**config.mk**
```make
export PLATFORM = sky130hd
export DESIGN_NAME = autoreload_pwm_timer_regs
export DESIGN_NICKNAME = d
export VERILOG_FILES = /design/src/autoreload_pwm_pkg.sv /design/src/autoreload_pwm_timer_regs.sv
export VERILOG_INCLUDE_DIRS = /design/src
export SDC_FILE = /design/constraint.sdc
export NUM_CORES = 1
export LEC_CHECK = 0
export ABC_AREA = 1
export BUFFER_PORTS_ARGS = -buffer_cell sky130_fd_sc_hd__buf_2
export CELL_PAD_IN_SITES_DETAIL_PLACEMENT = 1
export CELL_PAD_IN_SITES_GLOBAL_PLACEMENT = 1
export CORE_UTILIZATION = 49
export CTS_BUF_LIST = sky130_fd_sc_hd__clkbuf_2
export CTS_CLUSTER_SIZE = 8
export DETAILED_ROUTE_END_ITERATION = 8
export PLACE_DENSITY_LB_ADDON = 0.1
export SLEW_MARGIN = 40
export SYNTH_ARGS = -nofsm -noshare
export SYNTH_HDL_FRONTEND = slang
export SYNTH_SLANG_ARGS = --single-unit
```
**constraint.sdc**
```tcl
create_clock -name clk_i -period 11.15 [get_ports clk_i]
set_input_delay 0.5575 -clock clk_i [delete_from_list [all_inputs] [get_ports clk_i]]
set_output_delay 0.5575 -clock clk_i [all_outputs]
set_load 0.02 [all_outputs]
```
**src/autoreload_pwm_params.svh**
```systemverilog
`ifndef AUTORELOAD_PWM_PARAMS_SVH
`define AUTORELOAD_PWM_PARAMS_SVH

// Register indices; byte address is four times the index
`define IDX_CTRL 6'h0D
`define IDX_CNT_HI 6'h0E
`define IDX_CNT_LO 6'h0F
`define IDX_RLD_HI 6'h10
`define IDX_RLD_LO 6'h11
`define IDX_OE 6'h12
`define IDX_CSR0 6'h13
`define IDX_DUTY0_HI 6'h17
`define IDX_CAP_HI 6'h1F
`define IDX_CAP_LO 6'h20
`define IDX_XFER 6'h21
`define IDX_BRK 6'h22

// Control and status field positions
`define CTRL_CAP_FLAG 6
`define CTRL_CAP_IRQ_EN 5
`define CTRL_SRC_HI 4
`define CTRL_SRC_LO 3
`define CTRL_WRAP_FLAG 2
`define CTRL_WRAP_IRQ_EN 1
`define CTRL_CMP_IRQ_EN 0
`define CSR_POL 1
`define CSR_MATCH 0
`define BRK_ACTIVE 5
`define BRK_PIN_EN 4

// Reset values and counter limits
`define CNT_RESET 12'h000
`define CNT_TOP 12'hFFF
`define XFER_RESET 1'b1

`endif

```
**src/autoreload_pwm_pkg.sv**
```systemverilog
package autoreload_pwm_pkg;

   typedef enum logic [1:0] {
      SRC_OFF = 2'b00,
      SRC_LITE = 2'b01,
      SRC_CPU = 2'b10,
      SRC_FAST = 2'b11
   } count_src_t;

endpackage

```
**src/autoreload_pwm_timer_regs.sv**
```systemverilog
// The placing of the registers and the Wishbone register port were left to the implementer.
`timescale 1ns/1ps
`include "autoreload_pwm_params.svh"
// Functional notes
// - Capture flag sets on capture, clears on reading either capture byte.
// - Capture interrupt requested only while capture interrupt enable is set.
// - Source select: off, lite tick, CPU clock, fast clock; resets to off.
// - New source selection takes effect at the next overflow, or at once while the source is off.
// - No PWM output while the lite tick clocks the counter.
// - Wrap flag sets on overflow, clears when control register is read.
// - Overflow interrupt only when its enable is set; enable resets clear.
// - Compare interrupt enable gates match flag interrupts; resets clear.
// - Counter is read-only, resets to zero, counts while a source runs.
// - Overflow reloads counter from the reload value, setting PWM period.
// - Output enable bits hand pins to PWM; zero releases them; reset clears.
// - Polarity bit set inverts the channel output; reset clears.
// - Match flag sets on counter equals duty, clears on channel register read.
// - Break active is read/write, set by low break pin, drives break.
// - Break pin enable lets the pin act; otherwise pin ignored.
// - During break, outputs show the break pattern; pattern resets clear.
// - Duty value sets duty cycle and serves as compare value.
// - Capture input edge copies counter to capture register if flag clear.
// - Transfer bit loads shadow duty and polarity at overflow, then clears.
// - Output goes high at overflow and low on duty match.
// - Break resets counter, reload, duty, duty shadows and output enables.
// - Zero duty value never sets the match flag.
module autoreload_pwm_timer_regs (
   // Clock and reset
   input wire logic clk_i,
   input wire logic rst_i,
   // Wishbone slave
   input wire logic cyc_i,
   input wire logic stb_i,
   input wire logic we_i,
   input wire logic [7:0] adr_i,
   input wire logic [3:0] sel_i,
   input wire logic [31:0] dat_i,
   output logic [31:0] dat_o,
   output logic ack_o,
   // Count tick enables, same clock
   input wire logic lite_tick_i,
   input wire logic fast_tick_i,
   // Pins
   input wire logic capture_input_i,
   input wire logic break_n_i,
   output logic [3:0] pwm_o,
   output logic [3:0] pwm_oe_o,
   // Interrupt requests
   output logic wrap_irq_o,
   output logic cap_cmp_irq_o
);

   // ----------------------------------------
   // State
   // ----------------------------------------
   logic ack_r;
   logic [31:0] dat_r;
   logic [11:0] cnt_r;
   logic [11:0] cnt_nxt;
   logic [11:0] reload_r;
   logic [11:0] duty_r [4];
   logic [11:0] duty_sh_r [4];
   logic [3:0] pol_r;
   logic [3:0] pol_sh_r;
   logic [3:0] oe_r;
   logic [3:0] match_r;
   logic [3:0] level_r;
   logic [3:0] pattern_r;
   logic [1:0] src_sw_r;
   autoreload_pwm_pkg::count_src_t src_act_r;
   logic cap_flag_r;
   logic cap_irq_en_r;
   logic wrap_flag_r;
   logic wrap_irq_en_r;
   logic cmp_irq_en_r;
   logic brk_r;
   logic brk_pin_en_r;
   logic xfer_r;
   logic [11:0] captured_r;
   logic [2:0] cap_s_r;
   logic [2:0] brk_s_r;
   logic cap_stable_r;
   logic cap_init_r;

   // ----------------------------------------
   // Bus decode
   // ----------------------------------------
   logic acc;
   logic wr;
   logic rd;
   logic [5:0] idx;
   logic [7:0] wd;
   logic [7:0] rdata;
   logic rd_cap;
   logic rd_ctrl;

   assign acc = cyc_i & stb_i & ~ack_r;
   assign wr = acc & we_i & sel_i[0];
   assign rd = acc & ~we_i;
   assign idx = adr_i[7:2];
   assign wd = dat_i[7:0];
   assign rd_cap = rd & ((idx == `IDX_CAP_HI) | (idx == `IDX_CAP_LO));
   assign rd_ctrl = rd & (idx == `IDX_CTRL);

   // Narrow registers fill the low byte; everything else reads zero
   always_comb begin
      rdata = 8'h00;
      case (idx)
         `IDX_CTRL: rdata = {1'b0, cap_flag_r, cap_irq_en_r, src_sw_r, wrap_flag_r,
                             wrap_irq_en_r, cmp_irq_en_r};
         `IDX_CNT_HI: rdata = {4'h0, cnt_r[11:8]};
         `IDX_CNT_LO: rdata = cnt_r[7:0];
         `IDX_RLD_HI: rdata = {4'h0, reload_r[11:8]};
         `IDX_RLD_LO: rdata = reload_r[7:0];
         `IDX_OE: rdata = {1'b0, oe_r[3], 1'b0, oe_r[2], 1'b0, oe_r[1], 1'b0, oe_r[0]};
         `IDX_CAP_HI: rdata = {4'h0, captured_r[11:8]};
         `IDX_CAP_LO: rdata = captured_r[7:0];
         `IDX_XFER: rdata = {7'h00, xfer_r};
         `IDX_BRK: rdata = {2'b00, brk_r, brk_pin_en_r, pattern_r};
         default: begin
            for (int ch = 0; ch < 4; ch++) begin
               if (idx == 6'(`IDX_CSR0 + ch)) begin
                  rdata = {6'h00, pol_r[ch], match_r[ch]};
               end
               if (idx == 6'(`IDX_DUTY0_HI + 2 * ch)) begin
                  rdata = {4'h0, duty_r[ch][11:8]};
               end
               if (idx == 6'(`IDX_DUTY0_HI + 2 * ch + 1)) begin
                  rdata = duty_r[ch][7:0];
               end
            end
         end
      endcase
   end

   // Answer one cycle after the request; unmapped reads return zero
   always_ff @(posedge clk_i) begin
      if (rst_i) begin
         ack_r <= 1'b0;
         dat_r <= 32'h0000_0000;
      end else begin
         ack_r <= acc;
         if (rd) begin
            dat_r <= {24'h00_0000, rdata};
         end
      end
   end

   // ----------------------------------------
   // Pin synchronisers
   // ----------------------------------------
   logic cap_edge;
   logic brk_low;

   always_ff @(posedge clk_i) begin
      if (rst_i) begin
         cap_s_r <= 3'h0;
         brk_s_r <= 3'h7;
         cap_stable_r <= 1'b0;
         cap_init_r <= 1'b0;
      end else begin
         cap_s_r <= {cap_s_r[1:0], capture_input_i};
         brk_s_r <= {brk_s_r[1:0], break_n_i};
         // First agreement, on the reset zeros, only seeds the level; an input high at reset still gives one edge
         if (cap_s_r[1] == cap_s_r[2]) begin
            cap_stable_r <= cap_s_r[2];
            cap_init_r <= 1'b1;
         end
      end
   end

   assign cap_edge = cap_init_r & (cap_s_r[1] == cap_s_r[2]) & (cap_s_r[2] != cap_stable_r);
   assign brk_low = ~brk_s_r[1] & ~brk_s_r[2];

   // ----------------------------------------
   // Counter and source select
   // ----------------------------------------
   logic tick;
   logic ovf;

   always_comb begin
      case (src_act_r)
         autoreload_pwm_pkg::SRC_OFF: tick = 1'b0;
         autoreload_pwm_pkg::SRC_LITE: tick = lite_tick_i;
         autoreload_pwm_pkg::SRC_CPU: tick = 1'b1;
         autoreload_pwm_pkg::SRC_FAST: tick = fast_tick_i;
         default: tick = 1'b0;
      endcase
   end

   assign ovf = tick & (cnt_r == `CNT_TOP) & ~brk_r;
   assign cnt_nxt = ovf ? reload_r : cnt_r + 12'h001;

   always_ff @(posedge clk_i) begin
      if (rst_i) begin
         cnt_r <= `CNT_RESET;
      end else if (brk_r) begin
         cnt_r <= `CNT_RESET;
      end else if (tick) begin
         cnt_r <= cnt_nxt;
      end
   end

   // A stopped counter never overflows, so a selection made while off applies at once
   always_ff @(posedge clk_i) begin
      if (rst_i) begin
         src_act_r <= autoreload_pwm_pkg::SRC_OFF;
      end else if (src_act_r == autoreload_pwm_pkg::SRC_OFF || ovf) begin
         src_act_r <= autoreload_pwm_pkg::count_src_t'(src_sw_r);
      end
   end

   // ----------------------------------------
   // Control and status register
   // ----------------------------------------
   logic cap_take;

   assign cap_take = cap_edge & ~cap_flag_r;

   always_ff @(posedge clk_i) begin
      if (rst_i) begin
         src_sw_r <= 2'b00;
         cap_irq_en_r <= 1'b0;
         wrap_irq_en_r <= 1'b0;
         cmp_irq_en_r <= 1'b0;
      end else if (wr && idx == `IDX_CTRL) begin
         src_sw_r <= wd[`CTRL_SRC_HI:`CTRL_SRC_LO];
         cap_irq_en_r <= wd[`CTRL_CAP_IRQ_EN];
         wrap_irq_en_r <= wd[`CTRL_WRAP_IRQ_EN];
         cmp_irq_en_r <= wd[`CTRL_CMP_IRQ_EN];
      end
   end

   // Flags: hardware set wins over a clearing read in the same cycle
   always_ff @(posedge clk_i) begin
      if (rst_i) begin
         cap_flag_r <= 1'b0;
         wrap_flag_r <= 1'b0;
      end else begin
         if (cap_take) begin
            cap_flag_r <= 1'b1;
         end else if (rd_cap) begin
            cap_flag_r <= 1'b0;
         end
         if (ovf) begin
            wrap_flag_r <= 1'b1;
         end else if (rd_ctrl) begin
            wrap_flag_r <= 1'b0;
         end
      end
   end

   always_ff @(posedge clk_i) begin
      if (rst_i) begin
         captured_r <= 12'h000;
      end else if (cap_take) begin
         captured_r <= cnt_r;
      end
   end

   // ----------------------------------------
   // Reload, enables, break
   // ----------------------------------------
   always_ff @(posedge clk_i) begin
      if (rst_i || brk_r) begin
         reload_r <= 12'h000;
         oe_r <= 4'h0;
      end else if (wr) begin
         if (idx == `IDX_RLD_HI) begin
            reload_r[11:8] <= wd[3:0];
         end
         if (idx == `IDX_RLD_LO) begin
            reload_r[7:0] <= wd;
         end
         if (idx == `IDX_OE) begin
            oe_r <= {wd[6], wd[4], wd[2], wd[0]};
         end
      end
   end

   always_ff @(posedge clk_i) begin
      if (rst_i) begin
         brk_r <= 1'b0;
         brk_pin_en_r <= 1'b0;
         pattern_r <= 4'h0;
      end else begin
         if (brk_pin_en_r && brk_low) begin
            brk_r <= 1'b1;
         end else if (wr && idx == `IDX_BRK) begin
            brk_r <= wd[`BRK_ACTIVE];
         end
         if (wr && idx == `IDX_BRK) begin
            brk_pin_en_r <= wd[`BRK_PIN_EN];
            pattern_r <= wd[3:0];
         end
      end
   end

   // ----------------------------------------
   // Channels: duty, polarity, shadows, match
   // ----------------------------------------
   logic xfer_wr;

   assign xfer_wr = wr & (idx == `IDX_XFER);

   always_ff @(posedge clk_i) begin
      if (rst_i) begin
         xfer_r <= `XFER_RESET;
      end else if (xfer_wr) begin
         xfer_r <= wd[0];
      end else if (ovf && xfer_r) begin
         xfer_r <= 1'b0;
      end
   end

   always_ff @(posedge clk_i) begin
      for (int ch = 0; ch < 4; ch++) begin
         if (rst_i || brk_r) begin
            duty_r[ch] <= 12'h000;
            duty_sh_r[ch] <= 12'h000;
         end else begin
            if (wr && idx == 6'(`IDX_DUTY0_HI + 2 * ch)) begin
               duty_r[ch][11:8] <= wd[3:0];
            end
            if (wr && idx == 6'(`IDX_DUTY0_HI + 2 * ch + 1)) begin
               duty_r[ch][7:0] <= wd;
            end
            if (ovf && xfer_r) begin
               duty_sh_r[ch] <= duty_r[ch];
            end
         end
      end
   end

   // Upper bits of the channel register are dropped on write
   always_ff @(posedge clk_i) begin
      for (int ch = 0; ch < 4; ch++) begin
         if (rst_i) begin
            pol_r[ch] <= 1'b0;
            pol_sh_r[ch] <= 1'b0;
         end else begin
            if (wr && idx == 6'(`IDX_CSR0 + ch)) begin
               pol_r[ch] <= wd[`CSR_POL];
            end
            if (ovf && xfer_r) begin
               pol_sh_r[ch] <= pol_r[ch];
            end
         end
      end
   end

   // Match is taken on the tick that brings the counter onto the duty value
   always_ff @(posedge clk_i) begin
      for (int ch = 0; ch < 4; ch++) begin
         if (rst_i) begin
            match_r[ch] <= 1'b0;
            level_r[ch] <= 1'b0;
         end else begin
            if (tick && !brk_r && duty_sh_r[ch] != 12'h000
                && cnt_nxt == duty_sh_r[ch]) begin
               match_r[ch] <= 1'b1;
            end else if (rd && idx == 6'(`IDX_CSR0 + ch)) begin
               match_r[ch] <= 1'b0;
            end
            if (ovf) begin
               level_r[ch] <= 1'b1;
            end else if (tick && cnt_nxt == duty_sh_r[ch]) begin
               level_r[ch] <= 1'b0;
            end
         end
      end
   end

   // ----------------------------------------
   // Outputs
   // ----------------------------------------
   logic pwm_allowed;

   assign pwm_allowed = (src_act_r != autoreload_pwm_pkg::SRC_LITE);

   always_ff @(posedge clk_i) begin
      if (rst_i) begin
         pwm_o <= 4'h0;
         pwm_oe_o <= 4'h0;
         wrap_irq_o <= 1'b0;
         cap_cmp_irq_o <= 1'b0;
      end else begin
         if (brk_r) begin
            pwm_o <= pattern_r;
            pwm_oe_o <= 4'hF;
         end else begin
            pwm_o <= level_r ^ pol_sh_r;
            pwm_oe_o <= pwm_allowed ? oe_r : 4'h0;
         end
         wrap_irq_o <= wrap_flag_r & wrap_irq_en_r;
         cap_cmp_irq_o <= (cap_flag_r & cap_irq_en_r)
                          | ((|match_r) & cmp_irq_en_r);
      end
   end

   assign ack_o = ack_r;
   assign dat_o = dat_r;

   // ----------------------------------------
   // Checks
   // ----------------------------------------
   cap_clear_a: assert property (@(posedge clk_i) disable iff (rst_i)
      rd_cap && !cap_take |=> !cap_flag_r) else $error("capture flag not cleared by read");
   cap_mask_a: assert property (@(posedge clk_i) disable iff (rst_i)
      !cap_irq_en_r && !cmp_irq_en_r ##1 !cap_irq_en_r && !cmp_irq_en_r |=> !cap_cmp_irq_o)
      else $error("capture irq while masked");
   src_hold_a: assert property (@(posedge clk_i) disable iff (rst_i)
      src_act_r != autoreload_pwm_pkg::SRC_OFF && !ovf |=> $stable(src_act_r))
      else $error("source changed without overflow");
   lite_nopwm_a: assert property (@(posedge clk_i) disable iff (rst_i)
      src_act_r == autoreload_pwm_pkg::SRC_LITE && !brk_r |=> pwm_oe_o == 4'h0)
      else $error("pwm enabled on lite source");
   wrap_set_a: assert property (@(posedge clk_i) disable iff (rst_i)
      ovf |=> wrap_flag_r ##1 (wrap_irq_o == $past(wrap_irq_en_r)))
      else $error("wrap flag or irq wrong after overflow");
   wrap_irq_a: assert property (@(posedge clk_i) disable iff (rst_i)
      wrap_irq_o |-> $past(wrap_irq_en_r && wrap_flag_r)) else $error("wrap irq unmasked");
   cmp_irq_a: assert property (@(posedge clk_i) disable iff (rst_i)
      cap_cmp_irq_o |-> $past((cap_flag_r && cap_irq_en_r) || (|match_r && cmp_irq_en_r)))
      else $error("compare irq without cause");
   cnt_stop_a: assert property (@(posedge clk_i) disable iff (rst_i)
      src_act_r == autoreload_pwm_pkg::SRC_OFF && !brk_r |=> $stable(cnt_r))
      else $error("counter moved while off");
   cnt_reload_a: assert property (@(posedge clk_i) disable iff (rst_i)
      ovf |=> cnt_r == $past(reload_r)) else $error("counter not reloaded");
   break_force_a: assert property (@(posedge clk_i) disable iff (rst_i)
      brk_r |=> pwm_o == $past(pattern_r) && pwm_oe_o == 4'hF)
      else $error("break pattern not driven");
   break_reset_a: assert property (@(posedge clk_i) disable iff (rst_i)
      brk_r |=> cnt_r == `CNT_RESET && reload_r == 12'h000 && oe_r == 4'h0)
      else $error("break did not reset timer");
   cap_hold_a: assert property (@(posedge clk_i) disable iff (rst_i)
      cap_flag_r |=> $stable(captured_r)) else $error("capture overwritten while flag set");
   xfer_clear_a: assert property (@(posedge clk_i) disable iff (rst_i)
      ovf && xfer_r && !xfer_wr |=> !xfer_r && duty_sh_r[0] == $past(duty_r[0]))
      else $error("shadow transfer wrong");

endmodule

```
# Word level (Yosys, flattened, before mapping)
# Memories as Yosys holds them, arrays and structs flattened.
# Cells that the tools add are included.
[word_totals]
ff_bits = 99
mem_bits_rw = 96
in_bits = 53
word_cells = 254
n_memories = 2
[mem_list]
columns = ["name", "depth", "word_bits", "read_ports", "rd_ports_with_merged_regs", "write_ports", "line", "source"]
rows = [
  ["duty_r", 4, 12, 4, 0, 4, "autoreload_pwm_timer_regs.sv:61", "logic [11:0] duty_r [4];"],
  ["duty_sh_r", 4, 12, 4, 0, 4, "autoreload_pwm_timer_regs.sv:62", "logic [11:0] duty_sh_r [4];"],
]
[classes]
addsub = 1
n_eq_ne = 33
n_mux = 83
n_bitwise = 38
reduce_logical = 58
[op_table]
columns = ["operator", "count"]
rows = [
  ["8-bit two-way mux", 15],
  ["6-bit by 5-bit == test with 1-bit output, second input constant", 16],
  ["8-bit one-hot mux with 10 select lines", 1],
  ["12-bit two-way mux", 5],
  ["1-bit two-way mux", 53],
  ["12-bit == test", 4],
  ["12-bit nonzero test", 4],
  ["1-bit logical AND", 33],
  ["4-bit two-way mux", 7],
  ["2-bit nonzero test", 12],
  ["6-bit by 4-bit == test with 1-bit output, second input constant", 3],
  ["6-bit == test, second input constant", 3],
  ["1-bit bitwise AND", 17],
  ["1-bit bitwise OR", 14],
  ["12-bit by 1-bit adder with 12-bit output, second input constant", 1],
  ["12-bit == test, second input constant", 1],
  ["1-bit inverter", 6],
  ["2-bit AND reduction", 3],
  ["2-bit == test, second input constant", 2],
  ["1-bit one-hot mux with 4 select lines", 1],
  ["4-bit OR reduction", 1],
  ["4-bit XOR", 1],
  ["2-bit by 1-bit == test with 1-bit output, second input constant", 1],
  ["2-bit zero test", 1],
  ["7 further kinds", 8],
]

# Depth between registers and ports, before layout
# Gate-level depths: netlist (run 1).
[logic_depth]
depth_word = 14
ltp_mapped = 17

# Least setup slack after synthesis (run 1)
# No wires, ideal clock.
[synth_path]
kind = "reg-to-reg"
from = "register cnt_r[0]"
to = "memory duty_sh_r[0][0] (enable)"
setup_time_ps = 520
t_arrival_ps = 4723
required_ps = 10630
setup_slack_ps = 5907
stages_incl_launch_ff = 9
path_buffers = 1
period_less_slack_ps = 5243
path_cell_list = "dfxtp_1 -> ha_1 -> nand2_1 -> nor2_4 -> nand2_4 -> nor2_8 -> nand3_4 -> buf_6 -> o21ai_0"
[synth_lines]
columns = ["element", "line", "source"]
rows = [
  ["from (decl)", "autoreload_pwm_timer_regs.sv:58", "logic [11:0] cnt_r;"],
  ["from (signal assigned)", "autoreload_pwm_timer_regs.sv:196", "cnt_r <= `CNT_RESET;"],
  ["from (signal assigned)", "autoreload_pwm_timer_regs.sv:198", "cnt_r <= `CNT_RESET;"],
  ["from (signal assigned)", "autoreload_pwm_timer_regs.sv:200", "cnt_r <= cnt_nxt;"],
  ["to (decl)", "autoreload_pwm_timer_regs.sv:62", ""],
]

# Worst setup path after layout (run 1)
[layout_path]
from = "register cnt_r[1]"
to = "register level_r[0]"
[layout_via]
elab_chain_cells = 7
word_cells_on_any_way = 9
[layout_lines]
columns = ["element", "line", "source"]
rows = [
  ["parallel branches: the longest is 7 deep, another holds 12-bit by 1-bit adder with 12-bit output", "-", ""],
  ["to (signal, indexed assignment)", "autoreload_pwm_timer_regs.sv:357", "level_r[ch] <= 1'b0;"],
  ["to (signal, indexed assignment)", "autoreload_pwm_timer_regs.sv:366", "level_r[ch] <= 1'b1;"],
  ["to (signal, indexed assignment)", "autoreload_pwm_timer_regs.sv:368", "level_r[ch] <= 1'b0;"],
  ["to (decl)", "autoreload_pwm_timer_regs.sv:67", "logic [3:0] level_r;"],
]
# Parallel ways; which one is timed is not known.
# A chain may end at the register's enable or synchronous reset.

==> results summary, run 1 <==
The post-layout minimum cycle time is 3.307 ns. The category of the worst setup path launch point is a flop. The H-tree was split into 4 levels. The first detailed-routing pass ran for 5 iterations.

The cell leakage power is 4.621 nW. The wire length of the first global-routing pass came out at 51890 um. Of the available clock period, the critical path in the final layout requires 29.66%. Setup repair after global routing left no endpoint under its margin. The number of warning messages in the yosys log is 0.

Synthesis produced 1316 cells. The critical path class is flop to flop. The data required time at the worst endpoint is 11.90 ns. The area inside the core boundary came out at 20230 sq um. The highest clock rate is 0.3024 GHz. The share of the Yosys chip area taken by registers is 48.00%. Setup slack on the worst reg-to-reg path comes out at 7.84 ns. The estimated wirelength of the detail-placed design is 26650 um. Power spread over the standard cell area amounts to 114.8 nW/um^2. The die footprint is 21260 sq um.

The remaining design rule violation count came out at 0. The cell area after layout came out at 10780 sq um. The worst register-to-register path begins at cnt_r[1]. The max-cap check violation count came out at 0. The post-place instance area came out at 10470 sq um. 96 I/O pins were placed. The vias per cell is 5.659. Counting every sink on the clock net gives 195. The buffer count from post-CTS setup fixing is 0. The worst-case clock buffer depth is 2.

The post-synthesis cell area came out at 10130 sq um. The final setup violation count is 0. The library cell used most frequently in the layout, excluding fill and tap cells, is sky130_fd_sc_hd__nand2_1. The row count came out at 52. Input and output buffers added on the ports amount to 42.

The type of destination of the critical path is a flop. The horizontal extent of the die is 145.8 um. In the final design database the tool counted 1403 nets. The area growth from synthesis to layout is 6.321%. Data on the critical path arrives at its endpoint at 4.06 ns. The first routing iteration left 697 violations. The number of pins with negative max-slew slack in the final report came out at 0. The die height came out at 145.8 um. For the pin with the worst max-slew slack, the measured transition is 0.7195 ns. The tightest min-delay check is of the input port to flop type.

After global routing the overflow that remains totals 0. The worst ir drop on vdd came out at 82.73 uV. The library cells used most frequently in the layout, excluding fill and tap cells, are sky130_fd_sc_hd__nand2_1 (282), sky130_fd_sc_hd__nor2_1 (188), sky130_fd_sc_hd__inv_1 (179), sky130_fd_sc_hd__dfxtp_1 (99), sky130_fd_sc_hd__edfxtp_1 (96). The largest clock skew in the final design came out at 0.06960 ns.

The vias after detailed routing is 9241. After clock tree synthesis, the clock-pin slew on the worst setup and hold paths is 0.35 ns. The number of instances resized during post-cts repair came out at 0. The via count of the first global-routing pass was 9191. The final number of hold-violating endpoints is 0. The critical path starts at cnt_r[1].

The number of distinct library cell variants in the gate-level netlist after synthesis came out at 49. The post-synthesis sequential element count came out at 195. The placer congestion estimate came out at 0.9480. The number of buffers inserted by hold repair at cts came out at 4. The clock tree from TritonCTS is done.

The tree is rooted in a sky130_fd_sc_hd__clkbuf_2. Entering global routing, the biggest net connects 49 pins. The number of antenna violations at the first check in global routing was 1.

The flow ran to the end, and the final reports show no timing, DRC or antenna violations. Dividing the detail-routed wire length by the instance count gives 21.03 um. The maximum fanout count along the critical path is 18.

Adding up every negative setup slack in the final design gives 0 ns. For this configuration, the core starts out at a cell density of 50.09%. The clock latency at the later pin of the worst-skew pair came out at 0.80 ns. The aggregate global-route resource usage is 32.53%. In this run, CTS created clock tree buffers numbering 17. Cells with a size suffix above 1 make up 9.178% of the layout. The launch point of the worst hold path is stb_i. The number of nets with antenna violations after detailed routing came out at 0. Headroom to the max-slew limit came out at 51.98%. After detailed routing, the total wire length is 34350 um.

The post-synthesis average cell area is 7.701 sq um.
## path summary, 6_finish.rpt
kind / cells after the start / to
hold reg to reg: 2 / cap_s_r[1]
setup reg to reg: 16 / level_r[0]
hold / removal: 5 / ack_o
setup / recovery: 16 / level_r[0]
## layout make-up
cell class	count	area, sq um
Antenna cell	1	2.502
Clock buffer	17	85.08
Clock inverter	15	172.7
Fill cell	2608	9459
Inverter	186	698.2
Multi-Input combinational cell	896	4312
Sequential cell	195	4865
Tap cell	270	337.8
Timing Repair Buffer	53	302.8
## logic make-up (layout without fill, tap and decap cells)
kind of cell / after synthesis / in the layout / synth area share (%)
simple gates: 651 / 651 / 28.82
buf+inv: 248 / 271 / 10.58
compound gates: 207 / 207 / 11.32
flops: 195 / 195 / 48.00
xor+xnor: 13 / 13 / 1.123
fa+ha+maj: 1 / 1 / 0.1234
other cells: 1 / 25 / 0.03700
## critical path: stages, from the launching register on
cell and delay, ns:
sky130_fd_sc_hd__dfxtp_1 0.54, sky130_fd_sc_hd__ha_1 0.28, sky130_fd_sc_hd__nand2_1 0.12, sky130_fd_sc_hd__nor2_4 0.16, sky130_fd_sc_hd__nand2_4 0.09, sky130_fd_sc_hd__nor2_8 0.27
sky130_fd_sc_hd__nand3_4 0.36, sky130_fd_sc_hd__nand2_1 0.41, sky130_fd_sc_hd__nand2_2 0.22, sky130_fd_sc_hd__nand2_1 0.11, sky130_fd_sc_hd__nand2_1 0.05, sky130_fd_sc_hd__nor2_1 0.11
sky130_fd_sc_hd__nand2_1 0.08, sky130_fd_sc_hd__nor2_1 0.11, sky130_fd_sc_hd__nand3_1 0.19, sky130_fd_sc_hd__nand2_1 0.12, sky130_fd_sc_hd__nand2_1 0.05
## where the power goes
group	switching, W	total [W]	internal (W)	leakage, nW
combinational	0.0000643	0.0000851	0.0000207	2.68
sequential	0.0000140	0.000782	0.000768	1.79
clock	0.000293	0.000370	0.0000770	0.148
total	0.000371	0.00124	0.000866	4.62
## registers in the layout, indices dropped and copies added (netlist names), 2 cells and up
register    count
level_r         4
captured_r     12
duty_sh_r      48
dat_o           8
brk_s_r         3
reload_r       12
pol_sh_r        4
pol_r           4
oe_r            4
pwm_oe_o        4
cnt_r          12
src_sw_r        2
pwm_o           4
match_r         4
src_act_r       2
cap_s_r         3
pattern_r       4
duty_r         48
## per-layer routing
layer	track usage [%]	vias to the layer above	share of wire, %
li1	-	4346	-
met3	5.643	51	6.7
met1	44.19	4504	45
met5	0	-	0
met4	10.68	0	2.3
met2	52.61	340	46
## Yosys cell counts (all sizes together)
master | instances | area share (%)
and3 | 1 | 0.062
nand3b | 16 | 1.2
nand2 | 297 | 12
nor3 | 5 | 0.25
dfxtp | 99 | 20
o31ai | 1 | 0.074
o221ai | 6 | 0.52
xor2 | 10 | 0.86
a2111oi | 1 | 0.086
o21ai | 86 | 4.2
o311ai | 1 | 0.086
edfxtp | 96 | 28
a221oi | 2 | 0.17
o211ai | 4 | 0.30
buf | 37 | 2.8
a211oi | 1 | 0.074
o22ai | 8 | 0.49
a311oi | 3 | 0.26
ha | 1 | 0.12
conb | 1 | 0.037
a21oi | 81 | 4.0
or2 | 5 | 0.31
xnor2 | 3 | 0.26
nand4 | 24 | 2.1
nor4 | 17 | 1.0
o41ai | 1 | 0.086
a31oi | 5 | 0.31
inv | 183 | 6.8
clkinv | 3 | 0.11
clkbuf | 25 | 0.93
nor2 | 200 | 7.9
o2111ai | 5 | 0.43
nand3 | 86 | 4.4
a22oi | 2 | 0.15
## per-stage QoR
stage	total power [W]	std cells	setup slack (ns)	utilization (%)	hold WS, ns
floorplan	0.0008497	1339	5.907	-	0.3883
global placement	0.0008731	1596	7.765	51.70	0.3920
detailed placement	0.0008773	1596	7.829	51.75	0.4086
CTS	0.001236	1632	7.816	53.22	0.02081
global route	0.001268	1633	7.648	53.25	0.02319
finish	0.001237	1633	7.843	53.25	0.05140
No activity file was read; power rests on OpenSTA's default activity.
==> run 2: changes to the inputs <==
--- a/config.mk
+++ b/config.mk
@@ -10,7 +10,7 @@
 export BUFFER_PORTS_ARGS = -buffer_cell sky130_fd_sc_hd__buf_2
 export CELL_PAD_IN_SITES_DETAIL_PLACEMENT = 1
 export CELL_PAD_IN_SITES_GLOBAL_PLACEMENT = 1
-export CORE_UTILIZATION = 49
+export CORE_UTILIZATION = 41
 export CTS_BUF_LIST = sky130_fd_sc_hd__clkbuf_2
 export CTS_CLUSTER_SIZE = 8
 export DETAILED_ROUTE_END_ITERATION = 8
==> constraint.sdc (replaced) <==
create_clock -name clk_i -period 2.8 [get_ports clk_i]
set_input_delay 0.14 -clock clk_i [delete_from_list [all_inputs] [get_ports clk_i]]
set_output_delay 0.14 -clock clk_i [all_outputs]
set_load 0.02 [all_outputs]
==> results summary, run 2 (same netlist as run 1, synthesis figures left out) <==
The final number of hold-violating endpoints is 0 (unchanged). The maximum fanout count along the critical path came out at 8 (was 18). The register cell area after layout came out at 4865 sq um (unchanged). Commonest cells after routing, fill and taps aside: sky130_fd_sc_hd__nand2_1 (281), sky130_fd_sc_hd__nor2_1 (189), sky130_fd_sc_hd__inv_1 (179), sky130_fd_sc_hd__dfxtp_1 (99), sky130_fd_sc_hd__edfxtp_1 (96) (was sky130_fd_sc_hd__nand2_1 (282), sky130_fd_sc_hd__nor2_1 (188), sky130_fd_sc_hd__inv_1 (179), sky130_fd_sc_hd__dfxtp_1 (99), sky130_fd_sc_hd__edfxtp_1 (96)). The total routed wirelength is 34940 um (was 34350 um).

The net switching power came out at 0.001408 W (was 0.0003714 W). The setup TNS was 0 ns (unchanged). The slew at the pin closest to its max-slew limit came out at 0.7162 ns (was 0.7195 ns). The die height came out at 159.2 um (was 145.8 um). The initial core utilization came out at 41.80% (was 50.09%). The number of CTS-inserted buffers is 17 (unchanged).

The fraction of the core area covered by cells at the end of the flow is 47.06% (was 53.25%). The mean routed wirelength per cell was 19.94 um (was 21.03 um). The category of the worst setup path launch point is a flop (unchanged). The max-cap check violation count came out at 0 (unchanged). The largest clock skew in the final design was 0.08208 ns (was 0.06960 ns). The critical path class is flop to flop (unchanged). The number of DRC markers in iteration 0 is 675 (was 697). The clock latency at the later pin of the worst-skew pair came to 0.82 ns (was 0.80 ns). The final setup violation count came out at 0 (unchanged). The global route total overflow came to 0 (unchanged). The share of total power in combinational logic came out at 7.5% (was 6.9%). The fraction of final layout cells sized beyond drive strength 1 was 11.56% (was 9.178%). The relative max-transition margin is 52.20% (was 51.98%). The number of nets with antenna violations after detailed routing was 0 (unchanged). The arrival time at the worst endpoint is 3.35 ns (was 4.06 ns).

The internal power of the cells came to 0.003501 W (was 0.0008659 W). The clock transition at the registers of the reported paths came out at 0.36 ns (was 0.35 ns). The cell leakage power is 4.937 nW (was 4.621 nW). The post-layout minimum cycle time is 2.608 ns (was 3.307 ns). The clock tree from TritonCTS was done (unchanged).

The horizontal extent of the die came out at 159.2 um (was 145.8 um). The estimated wirelength of the detail-placed design was 27410 um (was 26650 um). The power per cell area came to 430.2 nW/um^2 (was 114.8 nW/um^2). The area inside the core boundary is 24250 sq um (was 20230 sq um). The fraction of power consumed by the clock network is 29.1% (was 29.9%). The number of inserted filler cells in the final layout came out at 3059 (was 2608). The data required time at the worst endpoint is 3.54 ns (was 11.90 ns). The total clock sinks is 195 (unchanged). Largest registers in the final layout: duty_r: 48 flops, duty_sh_r: 48 flops (unchanged). The vias per cell came out at 5.263 (was 5.659). The row count came out at 57 (was 52). The remaining design rule violation count came out at 0 (unchanged). The number of buffer cells added on primary ports came out at 42 (unchanged). The count of pins on the block boundary is 96 (unchanged). Setup repair after global routing missed its margin: false (unchanged).

The number of instances in the placed design came out at 1684 (was 1596). The length of the first detailed-routing pass in iterations was 5 (unchanged). The highest clock rate is 0.3835 GHz (was 0.3024 GHz). The pin count of the biggest net entering global routing is 49 (unchanged). The type of destination of the critical path was a flop (unchanged). The wire length of the first global-routing pass is 53010 um (was 51890 um). The path category of the worst min-delay check is input port to flop (unchanged).

The share of power burned in registers was 63.4% (was 63.2%). The synthesis-to-finish area growth is 12.60% (was 6.321%). The clock tree root driver cell is sky130_fd_sc_hd__clkbuf_2 (unchanged).

The worst-case clock buffer depth came out at 2 (unchanged). The number of nets in the layout came to 1468 (was 1403). The proportion of total power due to net switching is 28.69% (was 30.01%). The number of antenna violations at the first check in global routing was 1 (unchanged).

The maximum level of the CTS H-tree was 4 (unchanged). The post-layout instance count excluding filler cells came out at 1752 (was 1633). The placer congestion estimate is 0.9594 (was 0.9480). The via count of the first global-routing pass came out at 9061 (was 9191). The number of pins with negative max-slew slack in the final report is 0 (unchanged). The worst ir drop on vdd is 244.5 uV (was 82.73 uV). The aggregate global-route resource usage is 27.90% (was 32.53%). The combined area of the multi-input logic cells is 4319 sq um (was 4312 sq um). The most common cell after layout, fill and taps aside was sky130_fd_sc_hd__nand2_1 (unchanged). The die footprint is 25350 sq um (was 21260 sq um). The flop-to-flop setup slack came out at 0.19 ns (was 7.84 ns). The share of the cycle needed by the critical path after routing came to 93.13% (was 29.66%). Result of the run: finished clean (unchanged). The vias after detailed routing is 9221 (was 9241).
-- run 2: cell count changes in the layout (fill, tap and decap cells not counted), moves of 2 or more --
cell                            delta
sky130_fd_sc_hd__buf_4            +37
sky130_fd_sc_hd__inv_8             -2
sky130_fd_sc_hd__inv_6             +3
sky130_fd_sc_hd__dlygate4sd3_1    +27
-- run 2: critical path, stage by stage, from the launching register on --
cell and delay, ns:
sky130_fd_sc_hd__dfxtp_1 0.53, sky130_fd_sc_hd__inv_1 0.20, sky130_fd_sc_hd__nor2_2 0.40, sky130_fd_sc_hd__nand4_1 0.14, sky130_fd_sc_hd__nand2_1 0.10, sky130_fd_sc_hd__nand2_1 0.07, sky130_fd_sc_hd__nand2_1 0.25, sky130_fd_sc_hd__inv_1 0.12
sky130_fd_sc_hd__nand2_1 0.13, sky130_fd_sc_hd__nand2_1 0.06, sky130_fd_sc_hd__nor2_1 0.09, sky130_fd_sc_hd__nand2_1 0.05, sky130_fd_sc_hd__nor2_1 0.08, sky130_fd_sc_hd__nand3_1 0.19, sky130_fd_sc_hd__nand2_1 0.11, sky130_fd_sc_hd__nand2_1 0.05
-- run 2: timing repair --
| item | CTS | global route |
|---|---|---|
| hold buffers | 31 | 0 |
| buffers inserted | 0 | 4 |
| gates resized for setup | 0 | 6 |
| endpoints found under the hold margin | 122 | 0 |
| endpoints found under the setup margin | 0 | 9 |
-- run 2: path summary, 6_finish.rpt --
path / from / endpoint / cells after the start
setup / recovery: cnt_r[2] / level_r[0] / 15
hold / removal: sel_i[0] / duty_r[1][3] / 3
setup reg to reg: cnt_r[2] / level_r[0] / 15
hold reg to reg: cap_s_r[0] / cap_s_r[1] / 2
-- run 2: area by class of cell --
cell class / count / share of cell area (%)
Clock inverter: 15 / 1.458
Timing Repair Buffer: 118 / 7.631
Clock buffer: 17 / 0.7455
Multi-Input combinational cell: 896 / 37.85
Tap cell: 324 / 3.552
Inverter: 186 / 6.118
Antenna cell: 1 / 0.02193
Sequential cell: 195 / 42.63
-- run 2: routing by layer --
layer | vias up | track usage, % | share of wire [%]
li1 | 4470 | - | -
met1 | 4437 | 41.04 | 49
met2 | 270 | 43.36 | 44
met3 | 44 | 2.787 | 5.3
met4 | 0 | 8.173 | 1.9
met5 | - | 0 | 0
-- run 2: power groups by stage --
stage	Combinational [W]	Sequential, W	Clock [W]
2_1_floorplan	0.000235	0.00315	0
3_3_place_gp	0.000330	0.00316	0
3_5_place_dp	0.000334	0.00317	0
4_1_cts	0.000364	0.00311	0.00146
5_1_grt	0.000405	0.00312	0.00155
6_report	0.000370	0.00311	0.00143
-- run 2: through the flow --
stage	cell area, sq um	hold slack [ns]	setup slack, ns	total power (W)
3_5_place_dp	10800	0.3300	0.1183	0.003501
5_1_grt	11410	0.04926	0.02429	0.005079
6_report	11410	0.06489	0.1925	0.004909
3_3_place_gp	10800	0.3242	0.1961	0.003494
4_1_cts	11360	0.1921	0.04025	0.004940
2_1_floorplan	10230	0.2438	0.2591	0.003381
